### config.mk
export PLATFORM = sky130hd
export DESIGN_NAME = sdpc_core
export DESIGN_NICKNAME = d
export VERILOG_FILES = /design/src/core/sdpc_pkg.sv /design/src/core/sdpc_sync.sv /design/src/core/sdpc_core.sv
export SDC_FILE = /design/constraint.sdc
export NUM_CORES = 1
export LEC_CHECK = 0
export BUFFER_PORTS_ARGS = -buffer_cell sky130_fd_sc_hd__buf_2
export CAP_MARGIN = 0
export CELL_PAD_IN_SITES_DETAIL_PLACEMENT = 1
export CELL_PAD_IN_SITES_GLOBAL_PLACEMENT = 1
export CORE_ASPECT_RATIO = 1.75
export CORE_MARGIN = 5
export CORE_UTILIZATION = 35
export DETAILED_ROUTE_END_ITERATION = 12
export HOLD_SLACK_MARGIN = 0.02
export PLACE_DENSITY = 0.59
export SYNTH_ARGS = -nofsm -noshare
export SYNTH_HDL_FRONTEND = slang
export SYNTH_SLANG_ARGS = --single-unit
### constraint.sdc
create_clock -name clk_in -period 4.06 [get_ports clk_in]
set_clock_uncertainty 0.2 [all_clocks]
set_input_delay 1.015 -clock clk_in [delete_from_list [all_inputs] [get_ports clk_in]]
set_output_delay 1.015 -clock clk_in [all_outputs]
set_load 0.02 [all_outputs]
### src/core/sdpc_pkg.sv
package sdpc_pkg;

   localparam int WORD_W = 24;
   localparam int ADDR_W = 8;
   localparam int DATA_W = 16;
   localparam int CNT_W = 5;

   localparam logic [CNT_W-1:0] FRAME_BITS = 5'h18;
   localparam logic [CNT_W-1:0] CNT_SAT = 5'h19;
   localparam logic [CNT_W-1:0] CNT_STEP = 5'h01;

   localparam logic [ADDR_W-1:0] ADDR_NOP = 8'h00;
   localparam logic [ADDR_W-1:0] ADDR_DATA = 8'h01;
   localparam logic [ADDR_W-1:0] ADDR_READBACK = 8'h02;
   localparam logic [ADDR_W-1:0] ADDR_CTRL = 8'h55;
   localparam logic [ADDR_W-1:0] ADDR_RESET = 8'h56;
   localparam logic [ADDR_W-1:0] READBACK_HEAD = 8'h00;

   localparam logic [DATA_W-1:0] CODE_ZERO = 16'h0000;
   localparam logic [DATA_W-1:0] CODE_MID = 16'h8000;
   localparam logic [DATA_W-1:0] SIGN_FLIP = 16'h8000;
   localparam logic [DATA_W-1:0] CODE_NONE = 16'h0000;
   localparam logic [DATA_W-1:0] DATA_RESET = 16'h0000;
   localparam logic [DATA_W-1:0] CTRL_RESET = 16'h0000;

   localparam int RB_SEL_BIT = 0;

   localparam int PIN_SCLK = 0;
   localparam int PIN_SERIAL_IN = 1;
   localparam int PIN_LATCH = 2;
   localparam int PIN_CLEAR = 3;
   localparam int PIN_CLRSEL = 4;
   localparam int PIN_HOT = 5;
   localparam int PIN_N = 6;

endpackage : sdpc_pkg

### src/core/sdpc_sync.sv
`timescale 1ns/1ns
`default_nettype none

module sdpc_sync #(
   parameter int WIDTH = 1,
   parameter int STAGES = 2
) (
   input wire logic clk_in,
   input wire logic resetn_in,
   input wire logic [WIDTH-1:0] async_in,
   output logic [WIDTH-1:0] sync_out
);

   logic [STAGES-1:0][WIDTH-1:0] stage;

   generate
      if (STAGES < 2)
      begin : g_bad_stages
         $error("sdpc_sync needs at least two stages");
      end
   endgenerate

   // Only the next stage reads a stage; the last one is the output.
   always_ff @(posedge clk_in or negedge resetn_in)
   begin
      if (!resetn_in)
      begin
         stage <= '0;
      end
      else
      begin
         stage <= {stage[STAGES-2:0], async_in};
      end
   end

   assign sync_out = stage[STAGES-1];

endmodule : sdpc_sync

`default_nettype wire

### src/core/sdpc_core.sv
// What this block does
// - Capture the serial input level on every rising shift-clock edge.
// - Load strobe rise moves the shifted word into the converter register.
// - In readback or daisy-chain mode, serial output moves on falling edges.
// - While clear is high, the output is forced to the selected clear value.
// - Clear-select level picks zero-scale or mid-scale clear code.
// - Over-temperature pulls the open-drain thermal alert low.
// - Half-scale is 0x8000 straight binary or 0x0000 twos complement.
// - Negative full scale: 0x0000 straight binary, 0x8000 twos complement.
// - Frames are 24 bits, MSB first: 8-bit address then 16-bit data.
// - Decode address: no-op, data, control, reset, and readback request.
`timescale 1ns/1ns
`default_nettype none

module sdpc_core (
   input wire logic clk_in,
   input wire logic resetn_in,
   input wire logic sclk_in,
   input wire logic serial_in_in,
   input wire logic latch_in,
   input wire logic clear_input_in,
   input wire logic clear_level_select_in,
   input wire logic thermal_alert_n_in,
   input wire logic twos_comp_in,
   input wire logic daisy_chain_in,
   output logic [sdpc_pkg::DATA_W-1:0] dac_code_out,
   output logic [sdpc_pkg::DATA_W-1:0] ctrl_reg_out,
   output logic serial_out_out,
   output logic serial_out_oe_out,
   output logic thermal_alert_n_out,
   output logic thermal_alert_n_oe_out
);

   ////////////////////////////////////////////////////////////////////////
   logic [sdpc_pkg::PIN_N-1:0] pins_s;
   logic sclk_d;
   logic latch_d;
   logic sclk_rise;
   logic sclk_fall;
   logic latch_rise;
   logic [sdpc_pkg::WORD_W-1:0] sr;
   logic [sdpc_pkg::CNT_W-1:0] bit_cnt;
   logic [sdpc_pkg::DATA_W-1:0] data_reg;
   logic [sdpc_pkg::DATA_W-1:0] ctrl_reg;
   logic readback_active;
   logic frame_ok;
   logic [sdpc_pkg::ADDR_W-1:0] addr_f;
   logic [sdpc_pkg::DATA_W-1:0] data_f;
   logic rb_load;
   logic [sdpc_pkg::DATA_W-1:0] rb_value;
   logic [sdpc_pkg::DATA_W-1:0] core_code;
   logic [sdpc_pkg::DATA_W-1:0] clear_code;
   logic [sdpc_pkg::DATA_W-1:0] next_code;
   logic sdo_drive;

   // Every pin except twos_comp_in and daisy_chain_in, including the shift clock, is sampled by the system clock.
   sdpc_sync #(
      .WIDTH(sdpc_pkg::PIN_N),
      .STAGES(2)
   ) u_sync (
      .clk_in(clk_in),
      .resetn_in(resetn_in),
      .async_in({thermal_alert_n_in, clear_level_select_in, clear_input_in,
                 latch_in, serial_in_in, sclk_in}),
      .sync_out(pins_s)
   );

   always_ff @(posedge clk_in or negedge resetn_in)
   begin
      if (!resetn_in)
      begin
         sclk_d <= 1'b0;
         latch_d <= 1'b0;
      end
      else
      begin
         sclk_d <= pins_s[sdpc_pkg::PIN_SCLK];
         latch_d <= pins_s[sdpc_pkg::PIN_LATCH];
      end
   end

   assign sclk_rise = pins_s[sdpc_pkg::PIN_SCLK] && !sclk_d;
   assign sclk_fall = !pins_s[sdpc_pkg::PIN_SCLK] && sclk_d;
   assign latch_rise = pins_s[sdpc_pkg::PIN_LATCH] && !latch_d;

   ////////////////////////////////////////////////////////////////////////
   assign addr_f = sr[sdpc_pkg::WORD_W-1:sdpc_pkg::DATA_W];
   assign data_f = sr[sdpc_pkg::DATA_W-1:0];
   assign frame_ok = latch_rise && (bit_cnt == sdpc_pkg::FRAME_BITS);
   assign rb_load = frame_ok && (addr_f == sdpc_pkg::ADDR_READBACK);
   assign rb_value = data_f[sdpc_pkg::RB_SEL_BIT] ? ctrl_reg : data_reg;

   // The edge count saturates so that an overlong frame stays invalid.
   always_ff @(posedge clk_in or negedge resetn_in)
   begin
      if (!resetn_in)
      begin
         bit_cnt <= '0;
      end
      else if (latch_rise)
      begin
         bit_cnt <= '0;
      end
      else if (sclk_rise && bit_cnt != sdpc_pkg::CNT_SAT)
      begin
         bit_cnt <= bit_cnt + sdpc_pkg::CNT_STEP;
      end
   end

   always_ff @(posedge clk_in or negedge resetn_in)
   begin
      if (!resetn_in)
      begin
         sr <= '0;
      end
      else if (rb_load)
      begin
         sr <= {sdpc_pkg::READBACK_HEAD, rb_value};
      end
      else if (sclk_rise)
      begin
         sr <= {sr[sdpc_pkg::WORD_W-2:0], pins_s[sdpc_pkg::PIN_SERIAL_IN]};
      end
   end

   // Invalid frames fall through every branch and leave the registers.
   always_ff @(posedge clk_in or negedge resetn_in)
   begin
      if (!resetn_in)
      begin
         data_reg <= sdpc_pkg::DATA_RESET;
         ctrl_reg <= sdpc_pkg::CTRL_RESET;
      end
      else if (frame_ok)
      begin
         case (addr_f)
            sdpc_pkg::ADDR_DATA: data_reg <= data_f;
            sdpc_pkg::ADDR_CTRL: ctrl_reg <= data_f;
            sdpc_pkg::ADDR_RESET:
            begin
               data_reg <= sdpc_pkg::DATA_RESET;
               ctrl_reg <= sdpc_pkg::CTRL_RESET;
            end
            default:
            begin
               data_reg <= data_reg;
               ctrl_reg <= ctrl_reg;
            end
         endcase
      end
   end

   ////////////////////////////////////////////////////////////////////////
   // The core is offset binary, so twos complement just flips the MSB.
   assign core_code = twos_comp_in ? (data_reg ^ sdpc_pkg::SIGN_FLIP)
                                   : data_reg;
   assign clear_code = pins_s[sdpc_pkg::PIN_CLRSEL] ?
      sdpc_pkg::CODE_MID : sdpc_pkg::CODE_ZERO;
   assign next_code = pins_s[sdpc_pkg::PIN_CLEAR] ? clear_code
                                                  : core_code;

   // Clear is level sensitive and needs no shift-clock edge to act.
   always_ff @(posedge clk_in or negedge resetn_in)
   begin
      if (!resetn_in)
      begin
         dac_code_out <= sdpc_pkg::CODE_ZERO;
         ctrl_reg_out <= sdpc_pkg::CTRL_RESET;
      end
      else
      begin
         dac_code_out <= next_code;
         ctrl_reg_out <= ctrl_reg;
      end
   end

   ////////////////////////////////////////////////////////////////////////
   // A readback stays armed for exactly one following frame.
   always_ff @(posedge clk_in or negedge resetn_in)
   begin
      if (!resetn_in)
      begin
         readback_active <= 1'b0;
      end
      else if (latch_rise)
      begin
         readback_active <= rb_load;
      end
   end

   assign sdo_drive = readback_active || daisy_chain_in;

   always_ff @(posedge clk_in or negedge resetn_in)
   begin
      if (!resetn_in)
      begin
         serial_out_out <= 1'b0;
         serial_out_oe_out <= 1'b0;
      end
      else
      begin
         serial_out_oe_out <= sdo_drive || rb_load;
         if (rb_load)
         begin
            serial_out_out <= sdpc_pkg::READBACK_HEAD[sdpc_pkg::ADDR_W-1];
         end
         else if (sclk_fall)
         begin
            serial_out_out <= sr[sdpc_pkg::WORD_W-1];
         end
      end
   end

   always_ff @(posedge clk_in or negedge resetn_in)
   begin
      if (!resetn_in)
      begin
         thermal_alert_n_out <= 1'b0;
         thermal_alert_n_oe_out <= 1'b0;
      end
      else
      begin
         thermal_alert_n_out <= 1'b0;
         thermal_alert_n_oe_out <= pins_s[sdpc_pkg::PIN_HOT];
      end
   end
endmodule : sdpc_core

`default_nettype wire

==> reports/qor.csv <==
metric;value;unit
status;complete, no violations;
cp_cell_sequence;inv_1, ha_1, and3b_1, nand2_1, a21oi_4, mux2_2;
fp.coreArea;12430;um2
rsz0062_at_grt;false;
layout.nets;403;
wl_met2;4946;um
leakage;2.470;nW
grt_pass1_vias;3017;
cap_violations;0;
synthArstFlopShare;100.0;%
synth_most_common_cell;dfrtp_1;
place.gp.congestion;0.7254;
peakVddDrop;0.2115;mV
grt_pass1_wl;15300;um
fp.dieArea;14990;um2
num_rows;54;
wl_met1;3620;um
critPathTopFamily;compound AO/OA/AOI/OAI gates;
cp_num_buf_inv;1;
dr_wl_met3;205;um
setup_tns;0;ps
timing.fmax;430.3;MHz
synth_top_area_cell;dfrtp_1;
antenna_left;0;
start_util;35.36;%
root_buffer;clkbuf_16;
cts.sinks;111;
grt_overflow;0;
cp.arrival;2350;ps
dpl.cell_count;547;
synth_nets;362;
synthCells;349;
postPlaceCellArea;4778;um2
dp_hpwl;5754;um
syn_area;4395;um2
syn_avg_cell_area;12.59;um2
vias_per_cell;4.799;
wl;8920;um
via_count;2702;
layout_min_cycle_time;2324;ps
clk_pin_slew;70;ps
dpl_worst_slack;1709;ps
ys.flop_type;dfrtp_1;
cpMaxStageDelayCell;a21oi_4;
synth_top_area_share;63.19;%
htreeDepth;3;
top_layer_used;met4;
crit_fanout;16;
synth_commonest_cells;dfrtp_1 (111), nand2_1 (54), nor2b_1 (31), mux2_2 (22), and2_1 (16);
area_growth_syn_to_layout;15.71;%
synth_edf_count;0;
synthDistinctLibCells;39;
min_path_type;reg2reg;
slew_headroom;21.89;%
wl_per_cell;15.84;um
cts_hold_buffers;0;
slew_violations;0;
clk_latency;340;ps
setup_ws;1736;ps
required;4080;ps
p_per_area;439.3;nW/um2
grt_start_max_net_pins;76;
clockBufferDepth;2;
first_pass_iters;4;
cts.repair.resized;0;
layoutNonFillerInstCount;563;
final_area;5086;um2
regMostFlops;sr;
antenna_found_initial;0;
critPathMaxStageDelay;630;ps
synth_area_leaders;dfrtp_1 (63%), mux2_2 (5.6%), nand2_1 (4.6%);
largest_register_ffs;24;
tightest_slew;1172;ps
finalSetupViolations;0;
yosysSeqAreaShare;63.19;%
drc;0;
ios;46;
worstSetupPathType;reg2reg;
antenna_cells;0;
cts_setup_buffers;0;
dieWidth;94.71;um
hold_viol;0;
yosys_warnings;0;
drt_iter0_drc;96;
ys_ff_latch;111;
cts_buffers;9;
finalCritPeriodShare;57.24;%
die_y;158.2;um
drive_gt1_share;26.58;%
cts_tree;done;
endpoint_kind;flip-flop;
track_usage;13.14;%
startpoint_type;flip-flop;
portBuffers;44;
[kinds of logic (layout without fill, tap and decap cells)]
family / Yosys count / count (layout) / synth area share, %
buffers and inverters: 23 / 69 / 2.590
muxes: 33 / 33 / 9.280
DFF: 111 / 111 / 63.19
xor gates and xnor gates: 5 / 5 / 0.9965
AOI/OAI and AO/OA: 41 / 41 / 6.604
and+or+nand+nor: 132 / 132 / 16.40
other: 1 / 1 / 0.08532
adders and majority gates: 3 / 3 / 0.8541
[routing by layer]
layer | GRT usage [%] | up-vias
met5 | 0 | -
met4 | 4.749 | 0
met3 | 2.282 | 9
met2 | 24.46 | 33
met1 | 14.72 | 1401
li1 | - | 1259
[placed cells by master, fill, tap and decap left out, types with 5 or more instances in the layout]
cell type  synthesis  final
dfrtp_1          111    111
nand2_1           54     54
buf_2              0     43
nor2b_1           31     30
mux2_2            22     22
and2_1            16     16
a211oi_1          15     15
a31oi_1           14     14
mux2_4            10     10
clkbuf_16          0      9
nand3_1            7      7
nor2_1             6      6
inv_1              5      5
[metrics by stage]
stage	hold WS [ps]	utilization (%)	total power (W)
finish	150.2	40.91	0.002235
global route	157.4	40.91	0.002349
CTS	153.2	40.91	0.002282
detailed placement	136.5	38.44	0.001367
global placement	132.2	38.44	0.001358
floorplan	131.2	-	0.001300
[layout make-up]
type / instances / area (um2)
clock buffer: 10 / 239.0
fill: 1392 / 7346
multi-input combinational: 215 / 1506
inverter: 5 / 18.77
timing repair buffer: 48 / 265.3
sequential: 111 / 2778
clock inverter: 6 / 68.82
tap: 168 / 210.2
[worst reg2reg max path, cell delays in order (launching register included)]
cell and delay [ps]:
dfrtp_1 420, inv_1 90, ha_1 130, and3b_1 170, nand2_1 140, a21oi_4 630
mux2_2 430
[final timing paths]
| kind | start | end | slack (ps) | depth (start not counted) |
|---|---|---|---|---|
| max in group asynchronous | resetn_in | sclk_d | 2340 | 2 |
| hold reg to reg | u_sync.stage[1] | u_sync.sync_out[1] | 150 | 0 |
| setup reg to reg | bit_cnt[1] | data_reg[2] | 1740 | 6 |
| min in group asynchronous | resetn_in | data_reg[5] | 620 | 1 |
| setup / recovery | bit_cnt[1] | data_reg[2] | 1740 | 6 |
| hold / removal | u_sync.stage[1] | u_sync.sync_out[1] | 150 | 0 |
[power by group]
part | switching (W) | total (W) | internal [W]
combinational | 0.0000797 | 0.000138 | 0.0000578
sequential | 0.0000519 | 0.00120 | 0.00115
clock | 0.000396 | 0.000895 | 0.000499
No activity file was read; power rests on OpenSTA's default activity.
